File: config.mk
export PLATFORM = sky130hd
export DESIGN_NAME = paf_port_a
export DESIGN_NICKNAME = d
export VERILOG_FILES = /design/src/pkg/paf_pkg.sv /design/src/hdl/paf_pad_ctl.sv /design/src/hdl/paf_port_a.sv /design/src/hdl/paf_sync.sv
export SDC_FILE = /design/constraint.sdc
export NUM_CORES = 1
export LEC_CHECK = 0
export ABC_AREA = 1
export ABC_CLOCK_PERIOD_IN_PS = 4000
export BUFFER_PORTS_ARGS = -buffer_cell sky130_fd_sc_hd__buf_2
export CORE_MARGIN = 10
export CORE_UTILIZATION = 40
export CTS_CLUSTER_SIZE = 28
export DETAILED_ROUTE_END_ITERATION = 8
export PLACE_DENSITY = 0.78
export SYNTH_ARGS = -nofsm -noshare
export SYNTH_HDL_FRONTEND = slang
export SYNTH_SLANG_ARGS = --single-unit
File: constraint.sdc
create_clock -name i_ref_clk -period 4 [get_ports i_ref_clk]
set_input_delay 0.8 -clock i_ref_clk [delete_from_list [all_inputs] [get_ports i_ref_clk]]
set_output_delay 0.8 -clock i_ref_clk [all_outputs]
set_load 0.02 [all_outputs]
File: src/pkg/paf_pkg.sv
package paf_pkg;
  localparam int PAF_PINS      = 8;
  localparam int PAF_SYNC_LEN  = 2;
  localparam logic [7:0] PAF_RST_BYTE = 8'h00;
  localparam logic       PAF_RST_BIT  = 1'b0;
  localparam int PAF_RX_PIN    = 0;
  localparam int PAF_TX_PIN    = 1;
  localparam int PAF_MISO_PIN  = 2;
  localparam int PAF_INT1_PIN  = 3;
  localparam int PAF_MOSI_PIN  = 4;
  localparam int PAF_SCK_PIN   = 5;
  localparam int PAF_SS_PIN    = 6;
  localparam int PAF_AREF_PIN  = 7;
endpackage

File: src/hdl/paf_pad_ctl.sv
`timescale 1ns/1ns
// one pin: pick each pad control from override or port register; input enable is override or one
module paf_pad_ctl (
  input  wire logic i_ref_clk,
  input  wire logic i_reset,
  input  wire logic i_dir_bit,
  input  wire logic i_out_bit,
  input  wire logic i_pullup_disable,
  input  wire logic i_pullup_override_enable,
  input  wire logic i_pullup_override_value,
  input  wire logic i_direction_override_enable,
  input  wire logic i_direction_override_value,
  input  wire logic i_output_value_override_enable,
  input  wire logic i_output_value_override_value,
  input  wire logic i_tristate_override_enable,
  input  wire logic i_input_enable_override_enable,
  input  wire logic i_input_enable_override_value,
  output logic      o_pullup,
  output logic      o_drive_en,
  output logic      o_drive_val,
  output logic      o_input_en
);
  import paf_pkg::*;
  logic dir;
  logic val;
  logic pu;
  logic ie;

  always_comb begin
    dir = i_direction_override_enable ? i_direction_override_value : i_dir_bit;
    val = i_output_value_override_enable ? i_output_value_override_value : i_out_bit;
    // normal pull-up: input, port bit one, not disabled
    pu  = i_pullup_override_enable ? i_pullup_override_value
                 : (~i_dir_bit & i_out_bit & ~i_pullup_disable);
    ie  = i_input_enable_override_enable ? i_input_enable_override_value : 1'b1;
  end

  always_ff @(posedge i_ref_clk or posedge i_reset) begin
    if (i_reset) begin
      o_pullup    <= PAF_RST_BIT;
      o_drive_en  <= PAF_RST_BIT;
      o_drive_val <= PAF_RST_BIT;
      o_input_en  <= PAF_RST_BIT;
    end else begin
      // tristate override releases the driver only while the output value is one, so an open drain works
      o_drive_en  <= dir & ~(i_tristate_override_enable & val);
      o_drive_val <= val;
      o_pullup    <= pu & ~dir;
      o_input_en  <= ie;
    end
  end
endmodule

File: src/hdl/paf_port_a.sv
`timescale 1ns/1ns
module paf_port_a (
  input  wire logic                          i_ref_clk,
  input  wire logic                          i_reset,
  input  wire logic [paf_pkg::PAF_PINS-1:0]  i_direction_bits,
  input  wire logic [paf_pkg::PAF_PINS-1:0]  i_output_bits,
  input  wire logic                          i_global_pullup_disable,
  input  wire logic                          i_port_pullup_disable,
  input  wire logic                          i_spi_enable_bit,
  input  wire logic                          i_spi_master_select,
  input  wire logic                          i_spi_slave_data_out,
  input  wire logic                          i_spi_master_data_out,
  input  wire logic                          i_spi_clock_out,
  input  wire logic                          i_serial_if_pin_position_select,
  input  wire logic                          i_serial_if_two_wire_mode,
  input  wire logic                          i_serial_if_three_wire_mode,
  input  wire logic                          i_serial_if_shift_output,
  input  wire logic                          i_serial_if_start_irq_enable,
  input  wire logic                          i_serial_if_tristate_override,
  input  wire logic                          i_serial_if_clock_hold,
  input  wire logic                          i_uart_rx_enable,
  input  wire logic                          i_uart_tx_enable,
  input  wire logic                          i_lin_rx_enable,
  input  wire logic                          i_lin_tx_enable,
  input  wire logic                          i_lin_tx_bit,
  input  wire logic                          i_timer0_compare_a_enable,
  input  wire logic                          i_timer0_compare_a_output,
  input  wire logic                          i_ext_irq1_enable,
  input  wire logic                          i_port_change_irq_enable,
  input  wire logic [paf_pkg::PAF_PINS-1:0]  i_change_mask_bits,
  input  wire logic [paf_pkg::PAF_PINS-1:0]  i_analog_input_disable,
  input  wire logic [paf_pkg::PAF_PINS-1:0]  i_pad_in,
  output logic      [paf_pkg::PAF_PINS-1:0]  o_pad_pullup,
  output logic      [paf_pkg::PAF_PINS-1:0]  o_pad_drive_en,
  output logic      [paf_pkg::PAF_PINS-1:0]  o_pad_drive_val,
  output logic      [paf_pkg::PAF_PINS-1:0]  o_pad_input_en,
  output logic      [paf_pkg::PAF_PINS-1:0]  o_pin_change_sources,
  output logic                               o_timer1_external_clock,
  output logic                               o_timer1_capture_trigger,
  output logic                               o_serial_if_clock_in,
  output logic                               o_serial_if_data_in,
  output logic                               o_spi_clock_in,
  output logic                               o_spi_slave_data_in,
  output logic                               o_spi_master_data_in,
  output logic                               o_spi_slave_select_in,
  output logic                               o_ext_irq1_in
);
  import paf_pkg::*;

  localparam int N = PAF_PINS;

  // the override tables below are written for exactly eight pins
  if (N != 8) begin : g_bad_pins
    $error("paf_port_a: the override logic serves eight pins only");
  end

  logic [N-1:0] pullup_override_enable, pullup_override_value, direction_override_enable, direction_override_value, output_value_override_enable, output_value_override_value, tristate_override_enable, input_enable_override_enable, input_enable_override_value;
  logic [N-1:0] pin_sync;
  logic [N-1:0] din_gated;
  logic         global_pullup_disable;
  logic         spi_m;
  logic         tw_pos;
  logic         usi_out;
  logic [N-1:0] chg;
  logic         rx_force;
  logic         tx_force;

  assign global_pullup_disable      = i_global_pullup_disable | i_port_pullup_disable;
  assign spi_m    = i_spi_enable_bit & i_spi_master_select;
  assign tw_pos   = i_serial_if_two_wire_mode &
                    i_serial_if_pin_position_select;
  assign usi_out  = tw_pos & i_serial_if_three_wire_mode;
  assign chg      = {N{i_port_change_irq_enable}} & i_change_mask_bits;
  assign rx_force = i_lin_rx_enable | i_uart_rx_enable;
  assign tx_force = i_lin_tx_enable | i_uart_tx_enable;

  always_comb begin
    // pin 0: receive input, forced to input by either receiver
    pullup_override_enable[0]  = rx_force;
    pullup_override_value[0]  = i_output_bits[0] & ~global_pullup_disable;
    direction_override_enable[0]  = rx_force;
    direction_override_value[0]  = 1'b0;
    output_value_override_enable[0]  = 1'b0;
    output_value_override_value[0]  = 1'b0;
    tristate_override_enable[0]  = 1'b0;
    input_enable_override_enable[0] = i_analog_input_disable[0] | chg[0];
    input_enable_override_value[0] = chg[0];
    // pin 1: transmit output
    pullup_override_enable[1]  = tx_force;
    pullup_override_value[1]  = i_lin_tx_enable ? 1'b0
                               : (i_output_bits[1] & ~global_pullup_disable);
    direction_override_enable[1]  = tx_force;
    direction_override_value[1]  = tx_force;
    output_value_override_enable[1]  = i_lin_tx_enable;
    output_value_override_value[1]  = i_lin_tx_enable ? i_lin_tx_bit : 1'b0;
    tristate_override_enable[1]  = 1'b0;
    input_enable_override_enable[1] = i_analog_input_disable[1] | chg[1];
    input_enable_override_value[1] = chg[1];
    // pin 2: SPI slave data, shift output, compare A
    pullup_override_enable[2]  = spi_m;
    pullup_override_value[2]  = i_output_bits[2] & ~global_pullup_disable;
    direction_override_enable[2]  = spi_m;
    direction_override_value[2]  = 1'b0;
    output_value_override_enable[2]  = spi_m | usi_out | i_timer0_compare_a_enable;
    if (spi_m) begin
      output_value_override_value[2] = i_spi_slave_data_out;
    end else if (usi_out) begin
      output_value_override_value[2] = i_serial_if_shift_output;
    end else begin
      output_value_override_value[2] = i_timer0_compare_a_output;
    end
    tristate_override_enable[2]  = 1'b0;
    input_enable_override_enable[2] = i_analog_input_disable[2] | chg[2];
    input_enable_override_value[2] = chg[2];
    // pin 3: only the input enable is touched
    pullup_override_enable[3]  = 1'b0;
    pullup_override_value[3]  = 1'b0;
    direction_override_enable[3]  = 1'b0;
    direction_override_value[3]  = 1'b0;
    output_value_override_enable[3]  = 1'b0;
    output_value_override_value[3]  = 1'b0;
    tristate_override_enable[3]  = 1'b0;
    input_enable_override_enable[3] = i_analog_input_disable[3] | i_ext_irq1_enable | chg[3];
    input_enable_override_value[3] = i_ext_irq1_enable | chg[3];
    // pin 4: SPI master data, two-wire data
    pullup_override_enable[4]  = spi_m;
    pullup_override_value[4]  = i_output_bits[4] & ~global_pullup_disable;
    direction_override_enable[4]  = spi_m | tw_pos;
    direction_override_value[4]  = spi_m ? 1'b1 : i_direction_bits[4];
    output_value_override_enable[4]  = spi_m | (tw_pos & i_direction_bits[4]);
    output_value_override_value[4]  = spi_m ? i_spi_master_data_out
                     : ~(tw_pos & i_direction_bits[4]);
    tristate_override_enable[4]  = 1'b0;
    input_enable_override_enable[4] = i_analog_input_disable[4] |
               (i_serial_if_start_irq_enable &
                i_serial_if_pin_position_select) | chg[4];
    input_enable_override_value[4] = (i_serial_if_start_irq_enable &
                i_serial_if_pin_position_select) | chg[4];
    // pin 5: SPI clock, two-wire clock
    pullup_override_enable[5]  = spi_m;
    pullup_override_value[5]  = i_output_bits[5] & ~global_pullup_disable;
    direction_override_enable[5]  = spi_m | tw_pos;
    direction_override_value[5]  = (i_serial_if_clock_hold | i_output_bits[5]) &
               i_direction_bits[6];
    output_value_override_enable[5]  = spi_m | (tw_pos & i_direction_bits[5]);
    output_value_override_value[5]  = spi_m ? i_spi_clock_out
                     : ~(tw_pos & i_direction_bits[5]);
    tristate_override_enable[5]  = i_serial_if_tristate_override &
               i_serial_if_pin_position_select;
    input_enable_override_enable[5] = i_analog_input_disable[5] |
               (i_serial_if_start_irq_enable &
                i_serial_if_pin_position_select) | chg[5];
    input_enable_override_value[5] = (i_serial_if_start_irq_enable &
                i_serial_if_pin_position_select) | chg[5];
    // pin 6: slave select, input in SPI master mode
    pullup_override_enable[6]  = spi_m;
    pullup_override_value[6]  = i_output_bits[6] & ~global_pullup_disable;
    direction_override_enable[6]  = spi_m;
    direction_override_value[6]  = 1'b0;
    output_value_override_enable[6]  = 1'b0;
    output_value_override_value[6]  = 1'b0;
    tristate_override_enable[6]  = 1'b0;
    input_enable_override_enable[6] = i_analog_input_disable[6] | chg[6];
    input_enable_override_value[6] = chg[6];
    // pin 7: reference pin, only input enable
    pullup_override_enable[7]  = 1'b0;
    pullup_override_value[7]  = 1'b0;
    direction_override_enable[7]  = 1'b0;
    direction_override_value[7]  = 1'b0;
    output_value_override_enable[7]  = 1'b0;
    output_value_override_value[7]  = 1'b0;
    tristate_override_enable[7]  = 1'b0;
    input_enable_override_enable[7] = i_analog_input_disable[7] | chg[7];
    input_enable_override_value[7] = chg[7];
  end

  for (genvar p = 0; p < N; p++) begin : g_pin
    paf_pad_ctl u_pad (
      .i_ref_clk        (i_ref_clk),
      .i_reset          (i_reset),
      .i_dir_bit        (i_direction_bits[p]),
      .i_out_bit        (i_output_bits[p]),
      .i_pullup_disable (global_pullup_disable),
      .i_pullup_override_enable           (pullup_override_enable[p]),
      .i_pullup_override_value           (pullup_override_value[p]),
      .i_direction_override_enable           (direction_override_enable[p]),
      .i_direction_override_value           (direction_override_value[p]),
      .i_output_value_override_enable           (output_value_override_enable[p]),
      .i_output_value_override_value           (output_value_override_value[p]),
      .i_tristate_override_enable           (tristate_override_enable[p]),
      .i_input_enable_override_enable          (input_enable_override_enable[p]),
      .i_input_enable_override_value          (input_enable_override_value[p]),
      .o_pullup         (o_pad_pullup[p]),
      .o_drive_en       (o_pad_drive_en[p]),
      .o_drive_val      (o_pad_drive_val[p]),
      .o_input_en       (o_pad_input_en[p])
    );
  end

  paf_sync #(
    .WIDTH (N)
  ) u_sync (
    .i_ref_clk (i_ref_clk),
    .i_reset   (i_reset),
    .i_async   (i_pad_in),
    .o_sync    (pin_sync)
  );

  // disabled digital input reads as zero
  assign din_gated = pin_sync & o_pad_input_en;

  // every pin feeds its own pin-change source
  always_ff @(posedge i_ref_clk or posedge i_reset) begin
    if (i_reset) begin
      o_pin_change_sources <= PAF_RST_BYTE;
    end else begin
      o_pin_change_sources <= din_gated;
    end
  end

  // pin 5 is the shared clock input
  always_ff @(posedge i_ref_clk or posedge i_reset) begin
    if (i_reset) begin
      o_timer1_external_clock <= PAF_RST_BIT;
      o_serial_if_clock_in    <= PAF_RST_BIT;
      o_spi_clock_in          <= PAF_RST_BIT;
    end else begin
      o_timer1_external_clock <= din_gated[PAF_SCK_PIN];
      o_serial_if_clock_in    <= din_gated[PAF_SCK_PIN];
      o_spi_clock_in          <= din_gated[PAF_SCK_PIN];
    end
  end

  // pin 4 is the shared data and capture input
  always_ff @(posedge i_ref_clk or posedge i_reset) begin
    if (i_reset) begin
      o_timer1_capture_trigger <= PAF_RST_BIT;
      o_serial_if_data_in      <= PAF_RST_BIT;
      o_spi_slave_data_in      <= PAF_RST_BIT;
    end else begin
      o_timer1_capture_trigger <= din_gated[PAF_MOSI_PIN];
      o_serial_if_data_in      <= din_gated[PAF_MOSI_PIN];
      o_spi_slave_data_in      <= din_gated[PAF_MOSI_PIN];
    end
  end

  // pin 2 carries the receive data of the SPI master
  always_ff @(posedge i_ref_clk or posedge i_reset) begin
    if (i_reset) begin
      o_spi_master_data_in <= PAF_RST_BIT;
    end else begin
      o_spi_master_data_in <= din_gated[PAF_MISO_PIN];
    end
  end

  // pin 6 is the SPI slave select
  always_ff @(posedge i_ref_clk or posedge i_reset) begin
    if (i_reset) begin
      o_spi_slave_select_in <= PAF_RST_BIT;
    end else begin
      o_spi_slave_select_in <= din_gated[PAF_SS_PIN];
    end
  end

  // pin 3 is external interrupt 1
  always_ff @(posedge i_ref_clk or posedge i_reset) begin
    if (i_reset) begin
      o_ext_irq1_in <= PAF_RST_BIT;
    end else begin
      o_ext_irq1_in <= din_gated[PAF_INT1_PIN];
    end
  end
endmodule

File: src/hdl/paf_sync.sv
`timescale 1ns/1ns
// two-stage synchroniser for a bank of pad inputs
module paf_sync #(
  parameter int WIDTH = 8
) (
  input  wire logic             i_ref_clk,
  input  wire logic             i_reset,
  input  wire logic [WIDTH-1:0] i_async,
  output logic      [WIDTH-1:0] o_sync
);
  import paf_pkg::*;
  logic [WIDTH-1:0] meta_reg;

  if (WIDTH < 1) begin : g_bad_width
    $error("paf_sync: WIDTH must be at least 1");
  end

  always_ff @(posedge i_ref_clk or posedge i_reset) begin
    if (i_reset) begin
      meta_reg <= '0;
      o_sync   <= '0;
    end else begin
      meta_reg <= i_async;
      o_sync   <= meta_reg;
    end
  end
endmodule

==> results of run 1 <==
[metrics by stage]
stage	area, um^2	cells	setup WS (ns)	power (mW)	hold WS, ns
after floorplan	2140	196	1.83	0.729	0.331
after global placement	2480	337	2.16	0.767	0.333
after detailed placement	2480	337	2.10	0.772	0.335
after CTS	2640	345	2.32	1.26	0.356
after global routing	2640	345	2.29	1.30	0.373
final	2640	345	2.34	1.24	0.354
[kinds of logic after synthesis]
group | synth area share, %
and+or+nand+nor | 15.2
buffers and inverters | 18.4
DFF | 65.5
AOI/OAI and AO/OA | 0.877
[synth_stat cells]
cell type | instances | area (um^2)
a21oi_1 | 1 | 5.00
a21oi_2 | 1 | 8.76
buf_4 | 41 | 308
clkbuf_1 | 1 | 3.75
dfrtp_1 | 56 | 1400
inv_1 | 21 | 78.8
inv_2 | 1 | 3.75
nand2_1 | 44 | 165
nand2_2 | 3 | 18.8
nand2_4 | 1 | 11.3
nand3_1 | 7 | 35.0
nand3b_1 | 1 | 7.51
nor2_1 | 12 | 45.0
nor2_2 | 2 | 12.5
nor3_2 | 1 | 10.0
nor3b_1 | 1 | 7.51
nor4_2 | 1 | 12.5
o21ai_0 | 1 | 5.00
[metal layers]
layer,track usage [%],share of wire [%],up-vias
met4,6.43,3.7,0
li1,-,-,700
met1,10.6,37,608
met5,0,0,-
met3,5.84,12,13
met2,17.8,47,74
[placed cells by master (no fill, tap or decap)]
cell	count
a21oi_1	1
nand3_1	7
inv_1	20
nor3_2	1
clkbuf_8	5
nand2_1	44
a21oi_2	1
nor2_2	2
nand2_2	3
bufinv_16	3
nor2_1	12
buf_2	113
o21ai_0	1
dfrtp_1	56
nor4_2	1
nand3b_1	1
nor3b_1	1
nand2_4	1
inv_2	2
[area by class of cell]
class,instances,area (um^2)
clock buffer,5,68.8
sequential,56,1400
clock inverter,3,90.1
tap,70,87.6
inverter,22,82.6
timing repair buffer,113,566
multi-input combinational,76,344
fill,516,2500
[power by group]
part           total [mW]  switching [mW]  leakage [nW]  internal, mW
sequential          0.606         0.00932         0.669         0.597
clock               0.485           0.173        0.0784         0.313
combinational       0.150          0.0954         0.770        0.0546
total                1.24           0.277          1.52         0.964
[worst max-delay path by stage]
stage                                end  cells past startpoint
2_1_floorplan  g_pin[0].u_pad.o_drive_en                      1
3_3_place_gp     g_pin[1].u_pad.o_pullup                      2
3_5_place_dp          u_sync.meta_reg[3]                      2
4_1_cts              o_spi_slave_data_in                      1
5_1_grt                 u_sync.o_sync[4]                      2
6_report             o_spi_slave_data_in                      1
==> results.json, run 1 <==
{
  "status": "finished, final reports clean",
  "cp.required_ns": 3.20,
  "cts_sinks": 56,
  "regToRegEndpoint": "o_pin_change_sources[5]",
  "yosysUniqueCellTypes": 18,
  "worst_slew_pin_slew_ns": 1.14,
  "powerDensity_nw_per_um2": 470,
  "worstSetupEndpointType": "primary output",
  "place_hpwl_um": 3850,
  "grtUsageTotal_pct": 10.8,
  "die_h_um": 93.1,
  "wirelength_um": 4670,
  "cp_slowest_cell": "dfrtp_1",
  "clock_skew_ns": 0.00748,
  "dieWidth_um": 93.1,
  "antenna_found_initial": 0,
  "clk-insertion-delay-late_ns": 0.30,
  "syn-instance-count": 196,
  "yosys_warnings": 0,
  "grt-ovfl-total": 0,
  "cts_tree": "yes",
  "drive_gt1_share_pct": 48.0,
  "ctsHoldBuffers": 0,
  "worstPathMaxFanout": 4,
  "crit_chain": "buf_2",
  "synth_area_um2": 2140,
  "fmax_mhz": 601,
  "grt_pass1_wl_um": 7420,
  "drc": 0,
  "dr.first_iter.drc_count": 25,
  "dr.pass1.iters": 4,
  "seq_area_frac_synth_pct": 65.5,
  "timing.reg2reg.worst_path_depth": 2,
  "post_cts_resized": 0,
  "clk_pin_slew_ns": 0.09,
  "cts_htree_levels": 2,
  "synth_nets": 261,
  "relSlewSlack_pct": 23.9,
  "hold_viol_final": 0,
  "pin_count": 114,
  "synthToLayoutAreaGrowth_pct": 23.4,
  "dieArea_um2": 8670,
  "maxCapViolCount": 0,
  "min_from": "u_sync.meta_reg[2]",
  "cts-buffers-inserted": 5,
  "wl_per_cell_um": 13.5,
  "cts.path.max_buffers": 2,
  "cp_num_buf_inv": 1,
  "via_per_inst": 4.04,
  "antenna_cells": 0,
  "fin_setup_tns_ns": 0,
  "rsz0062_at_grt": "false",
  "power.leakage_nw": 1.52,
  "grt_max_degree": 57,
  "cp-start-kind": "register",
  "cts_setup_buffers": 0,
  "setup_violations": 0,
  "fin_nets": 339,
  "r2r_setup_slack_ns": 3.40,
  "cp_top_family": "flip-flops",
  "ant_nets": 0,
  "finalMaxSlewViolations": 0,
  "num_vias": 1395,
  "initial_core_util_pct": 41.6,
  "place_congestion": 0.710,
  "core_um2": 5140,
  "rows": 26,
  "whs_path_depth": 0,
  "critPathLaunch": "o_pin_change_sources[4]",
  "synth-seq-cells": 56,
  "grt_pass1_vias": 1573,
  "post-route-util_pct": 51.4,
  "hp-class": "reg2reg",
  "ir_drop_mv": 0.193,
  "slowest_delay_ns": 0.40,
  "worstSetupPathType": "reg2out",
  "critical_path_arrival_ns": 0.86,
  "port_buffers": 113,
  "period_needed_ns": 1.66,
  "finalCritPeriodShare_pct": 41.6,
  "cts-root-buf": "clkbuf_8",
  "syn_avg_cell_area_um2": 10.9,
  "min_to": "u_sync.o_sync[2]",
  "r2r_start": "g_pin[5].u_pad.o_input_en"
}
(Power assumes the default switching activity.)
==> run 2, diff against run 1 <==
--- a/config.mk
+++ b/config.mk
@@ -6,13 +6,13 @@
 export NUM_CORES = 1
 export LEC_CHECK = 0
 export ABC_AREA = 1
-export ABC_CLOCK_PERIOD_IN_PS = 4000
+export ABC_CLOCK_PERIOD_IN_PS = 1500
 export BUFFER_PORTS_ARGS = -buffer_cell sky130_fd_sc_hd__buf_2
 export CORE_MARGIN = 10
 export CORE_UTILIZATION = 40
 export CTS_CLUSTER_SIZE = 28
 export DETAILED_ROUTE_END_ITERATION = 8
-export PLACE_DENSITY = 0.78
+export PLACE_DENSITY = 0.8
 export SYNTH_ARGS = -nofsm -noshare
 export SYNTH_HDL_FRONTEND = slang
 export SYNTH_SLANG_ARGS = --single-unit
==> constraint.sdc (replaced) <==
create_clock -name i_ref_clk -period 1.5 [get_ports i_ref_clk]
set_input_delay 0.3 -clock i_ref_clk [delete_from_list [all_inputs] [get_ports i_ref_clk]]
set_output_delay 0.3 -clock i_ref_clk [all_outputs]
set_load 0.02 [all_outputs]
==> results.json, run 2 (same netlist as run 1, synthesis figures left out) <==
{
  "hold_viol_final": 0,
  "grt_pass1_wl_um": 7310,
  "ir_drop_mv": 0.445,
  "fin_setup_tns_ns": 0,
  "clk_pin_slew_ns": 0.09,
  "grt-ovfl-total": 0,
  "clk-insertion-delay-late_ns": 0.30,
  "cts.path.max_buffers": 2,
  "powerDensity_nw_per_um2": 1090,
  "dpl-instance-area_um2": 2500,
  "core_um2": 5140,
  "hp-class": "in2reg",
  "grt_pass1_vias": 1545,
  "dpl_worst_slack_ns": 0.415,
  "initial_core_util_pct": 41.6,
  "grt_most_used_layer": "met2",
  "worstSetupEndpointType": "primary output",
  "status": "finished, final reports clean",
  "grt_util_met2_pct": 18.2,
  "finalCritPeriodShare_pct": 78.2,
  "cp_top_family": "flip-flops",
  "pin_count": 114,
  "post-route-util_pct": 50.7,
  "post_cts_resized": 0,
  "power_mw": 2.83,
  "combPwrFrac_pct": 14.3,
  "rsz0062_at_grt": "false",
  "cp_slowest_cell": "dfrtp_1",
  "post-route-cell-area_um2": 2610,
  "place_hpwl_um": 3790,
  "relSlewSlack_pct": 81.1,
  "cts_setup_buffers": 0,
  "dr.pass1.iters": 4,
  "fin_hold_ws_ns": 0.101,
  "dieWidth_um": 93.1,
  "rows": 26,
  "drive_gt1_share_pct": 48.0,
  "die_h_um": 93.1,
  "place_congestion": 0.708,
  "num_vias": 1386,
  "worstPathMaxFanout": 4,
  "use_met3_pct": 5.76,
  "cts_htree_levels": 2,
  "clkPwrFrac_pct": 28.6,
  "critical_path_arrival_ns": 0.87,
  "antenna_cells": 0,
  "drc": 0,
  "wl_per_cell_um": 13.0,
  "antenna_found_initial": 0,
  "dr.first_iter.drc_count": 27,
  "cts_sinks": 56,
  "worstSetupPathType": "reg2out",
  "nFillCells": 500,
  "clock_skew_ns": 0.00342,
  "worst_slew_pin_slew_ns": 0.283,
  "via_per_inst": 3.99,
  "instances_no_fill": 347,
  "p_int_mw": 2.11,
  "dp_cells": 338,
  "final_cell_mix": "113 x buf_2, 56 x dfrtp_1, 44 x nand2_1",
  "power.leakage_nw": 1.50,
  "cp-start-kind": "register",
  "cp_num_buf_inv": 1,
  "cts-root-buf": "clkbuf_8",
  "swShare_pct": 25.4,
  "finalMaxSlewViolations": 0,
  "ant_nets": 0,
  "crit_chain": "buf_2",
  "wirelength_um": 4520,
  "fin_nets": 341,
  "mostFrequentLayoutCell": "buf_2",
  "cts_tree": "yes",
  "grtUsageTotal_pct": 10.7,
  "maxCapViolCount": 0,
  "cts-buffers-inserted": 5,
  "port_buffers": 113,
  "seqPwrFrac_pct": 57.1,
  "period_needed_ns": 1.17,
  "gr-usage-met1_pct": 10.6,
  "setup_slack_ns": 0.327,
  "net-switching-power_uw": 719,
  "slowest_delay_ns": 0.41,
  "grt_max_degree": 56,
  "ctsHoldBuffers": 1,
  "fmax_mhz": 852,
  "synthToLayoutAreaGrowth_pct": 21.9,
  "dieArea_um2": 8670,
  "setup_violations": 0,
  "cp.required_ns": 1.20
}
==> run 2: worst paths after layout <==
kind | start | slack, ns | cells past startpoint | endpoint
max in group asynchronous | i_reset | 0.64 | 4 | u_sync.meta_reg[5]
max reg2reg | g_pin[4].u_pad.o_input_en | 0.91 | 2 | o_pin_change_sources[4]
min | i_pad_in[4] | 0.10 | 1 | u_sync.meta_reg[4]
min reg2reg | u_sync.meta_reg[1] | 0.35 | 0 | u_sync.o_sync[1]
max | o_pin_change_sources[5] | 0.33 | 1 | o_serial_if_clock_in
min in group asynchronous | i_reset | 0.41 | 3 | o_pin_change_sources[6]
==> run 2: power by group through the flow <==
stage / sequential [mW] / clock, mW / combinational (mW)
2_1_floorplan: 1.66 / 0 / 0.281
5_1_grt: 1.63 / 0.938 / 0.452
6_report: 1.62 / 0.810 / 0.406
3_5_place_dp: 1.65 / 0 / 0.415
4_1_cts: 1.62 / 0.853 / 0.417
3_3_place_gp: 1.64 / 0 / 0.408
==> run 2: area by class of cell <==
class                           instances  area [um^2]  area share, %
Clock buffer                            6         82.6           3.17
Clock inverter                          2         10.0          0.384
Inverter                               22         86.3           3.31
Multi-Input combinational cell         76          344           13.2
Sequential cell                        56         1400           53.7
Tap cell                               70         87.6           3.36
Timing Repair Buffer                  115          596           22.8
==> run 2: layer usage <==
metal,part of all wire (%),vias to the layer above
met5,0,-
li1,-,703
met3,11,6
met1,36,612
met4,1.6,0
met2,51,65
==> run 3, diff against run 2 <==
--- a/config.mk
+++ b/config.mk
@@ -6,13 +6,13 @@
 export NUM_CORES = 1
 export LEC_CHECK = 0
 export ABC_AREA = 1
-export ABC_CLOCK_PERIOD_IN_PS = 1500
+export ABC_CLOCK_PERIOD_IN_PS = 1200
 export BUFFER_PORTS_ARGS = -buffer_cell sky130_fd_sc_hd__buf_2
 export CORE_MARGIN = 10
 export CORE_UTILIZATION = 40
 export CTS_CLUSTER_SIZE = 28
 export DETAILED_ROUTE_END_ITERATION = 8
-export PLACE_DENSITY = 0.8
+export PLACE_DENSITY = 0.78
 export SYNTH_ARGS = -nofsm -noshare
 export SYNTH_HDL_FRONTEND = slang
 export SYNTH_SLANG_ARGS = --single-unit
==> constraint.sdc (replaced) <==
create_clock -name i_ref_clk -period 1.2 [get_ports i_ref_clk]
set_input_delay 0.24 -clock i_ref_clk [delete_from_list [all_inputs] [get_ports i_ref_clk]]
set_output_delay 0.24 -clock i_ref_clk [all_outputs]
set_load 0.02 [all_outputs]
==> results.json, run 3 (same netlist as run 1, synthesis figures left out) <==
{
  "nFillCells": 491,
  "cp_num_buf_inv": 1,
  "core_um2": 5140,
  "crit_chain": "buf_2",
  "final_cell_mix": "113 x buf_2, 56 x dfrtp_1, 44 x nand2_1",
  "regToRegEndpoint": "o_pin_change_sources[4]",
  "antenna_found_initial": 0,
  "cts-buffers-inserted": 5,
  "via_per_inst": 4.13,
  "grtUsageTotal_pct": 11.4,
  "power.leakage_nw": 1.50,
  "post_cts_resized": 0,
  "wirelength_um": 4790,
  "pin_count": 114,
  "dieWidth_um": 93.1,
  "ant_nets": 0,
  "status": "finished, final reports clean",
  "cts_sinks": 56,
  "fmax_mhz": 906,
  "clk-insertion-delay-late_ns": 0.30,
  "dr.pass1.iters": 3,
  "ir_drop_mv": 0.599,
  "critPathLaunch": "g_pin[4].u_pad.o_input_en",
  "dr.first_iter.drc_count": 37,
  "fin_nets": 342,
  "port_buffers": 113,
  "grt-ovfl-total": 0,
  "setup_slack_ns": 0.0957,
  "cts_tree": "yes",
  "antenna_cells": 0,
  "worstSetupEndpointType": "primary output",
  "rows": 26,
  "timing.reg2reg.worst_path_depth": 2,
  "cp_top_family": "flip-flops",
  "initial_core_util_pct": 41.6,
  "grt_max_degree": 26,
  "path_depth": 1,
  "r2r_start": "g_pin[4].u_pad.o_input_en",
  "cp_slowest_cell": "dfrtp_1",
  "crit_path_end": "o_pad_input_en[4]",
  "critical_path_arrival_ns": 0.86,
  "cts_htree_levels": 2,
  "maxCapViolCount": 0,
  "fin_setup_tns_ns": 0,
  "synthToLayoutAreaGrowth_pct": 22.5,
  "drive_gt1_share_pct": 47.5,
  "rsz0062_at_grt": "false",
  "setup_violations": 0,
  "ctsHoldBuffers": 1,
  "dieArea_um2": 8670,
  "finalMaxSlewViolations": 0,
  "cp.required_ns": 0.96,
  "worst_slew_pin_slew_ns": 0.323,
  "relSlewSlack_pct": 78.4,
  "worstSetupPathType": "reg2out",
  "clk_pin_slew_ns": 0.09,
  "cp-start-kind": "register",
  "r2r_setup_slack_ns": 0.61,
  "worstPathMaxFanout": 2,
  "clock_skew_ns": 0.00501,
  "period_needed_ns": 1.10,
  "cts_setup_buffers": 0,
  "finalCritPeriodShare_pct": 92.0,
  "hold_viol_final": 0,
  "slowest_delay_ns": 0.40,
  "cts-root-buf": "clkbuf_8",
  "drc": 0,
  "hp-class": "in2reg",
  "grt_pass1_wl_um": 7860,
  "power_mw": 3.51,
  "die_h_um": 93.1,
  "powerDensity_nw_per_um2": 1340,
  "num_vias": 1436,
  "mostFrequentLayoutCell": "buf_2",
  "dpl_worst_slack_ns": 0.167,
  "grt_pass1_vias": 1613,
  "place_hpwl_um": 4100,
  "cts.path.max_buffers": 2,
  "wl_per_cell_um": 13.8,
  "place_congestion": 0.739
}
-- run 3: changes by cell type in the layout (fill, tap and decap cells not counted), sizes merged --
cell | previous run | this run
clkinv | 2 | 1
clkbuf | 6 | 7
buf | 114 | 115
-- run 3: layout make-up --
| type | count | area [um^2] | share of cell area [%] |
|---|---|---|---|
| multi-input combinational | 76 | 344 | 13.1 |
| sequential | 56 | 1400 | 53.5 |
| clock buffer | 7 | 76.3 | 2.91 |
| inverter | 22 | 86.3 | 3.30 |
| clock inverter | 1 | 8.76 | 0.334 |
| tap | 70 | 87.6 | 3.34 |
| timing repair buffer | 116 | 616 | 23.5 |
-- run 3: how the worst min path moves through the flow --
stage | start | endpoint | slack (ns) | cells past startpoint
2_1_floorplan | i_output_bits[0] | g_pin[0].u_pad.o_drive_val | 0.27 | 0
3_3_place_gp | i_reset | o_pin_change_sources[6] | 0.22 | 2
3_5_place_dp | i_reset | o_pin_change_sources[6] | 0.23 | 2
4_1_cts | i_pad_in[3] | u_sync.meta_reg[3] | 0.03 | 1
5_1_grt | i_pad_in[6] | u_sync.meta_reg[6] | 0.02 | 1
6_report | i_pad_in[3] | u_sync.meta_reg[3] | 0.04 | 1
-- run 3: routing by layer --
metal / vias up / routed length [um] / GRT usage, %
met3: 4 / 568 / 6.47
met5: - / 0 / 0
met4: 0 / 61 / 3.47
li1: 704 / - / -
met1: 663 / 1680 / 11.7
met2: 65 / 2480 / 19.4
-- run 3: report_power, final --
group | switching, mW | internal (mW)
logic | 0.322 | 0.198
registers | 0.0318 | 1.99
clock network | 0.553 | 0.418
total | 0.907 | 2.60
-- run 3: stage by stage --
stage | hold WS [ns] | utilization (%) | area, um^2 | cells
after floorplan | 0.271 | - | 2140 | 196
after global placement | 0.224 | 49.1 | 2520 | 339
after detailed placement | 0.228 | 49.1 | 2520 | 339
after CTS | 0.0314 | 51.0 | 2620 | 348
after global routing | 0.0169 | 51.0 | 2620 | 348
final | 0.0422 | 51.0 | 2620 | 348
-- run 3: worst reg2reg max path, delay by kind of cell, from the launching register on --
family / cells / cell delay, ns
DFF: 1 / 0.40
buffers and inverters: 1 / 0.03
and+or+nand+nor: 1 / 0.06
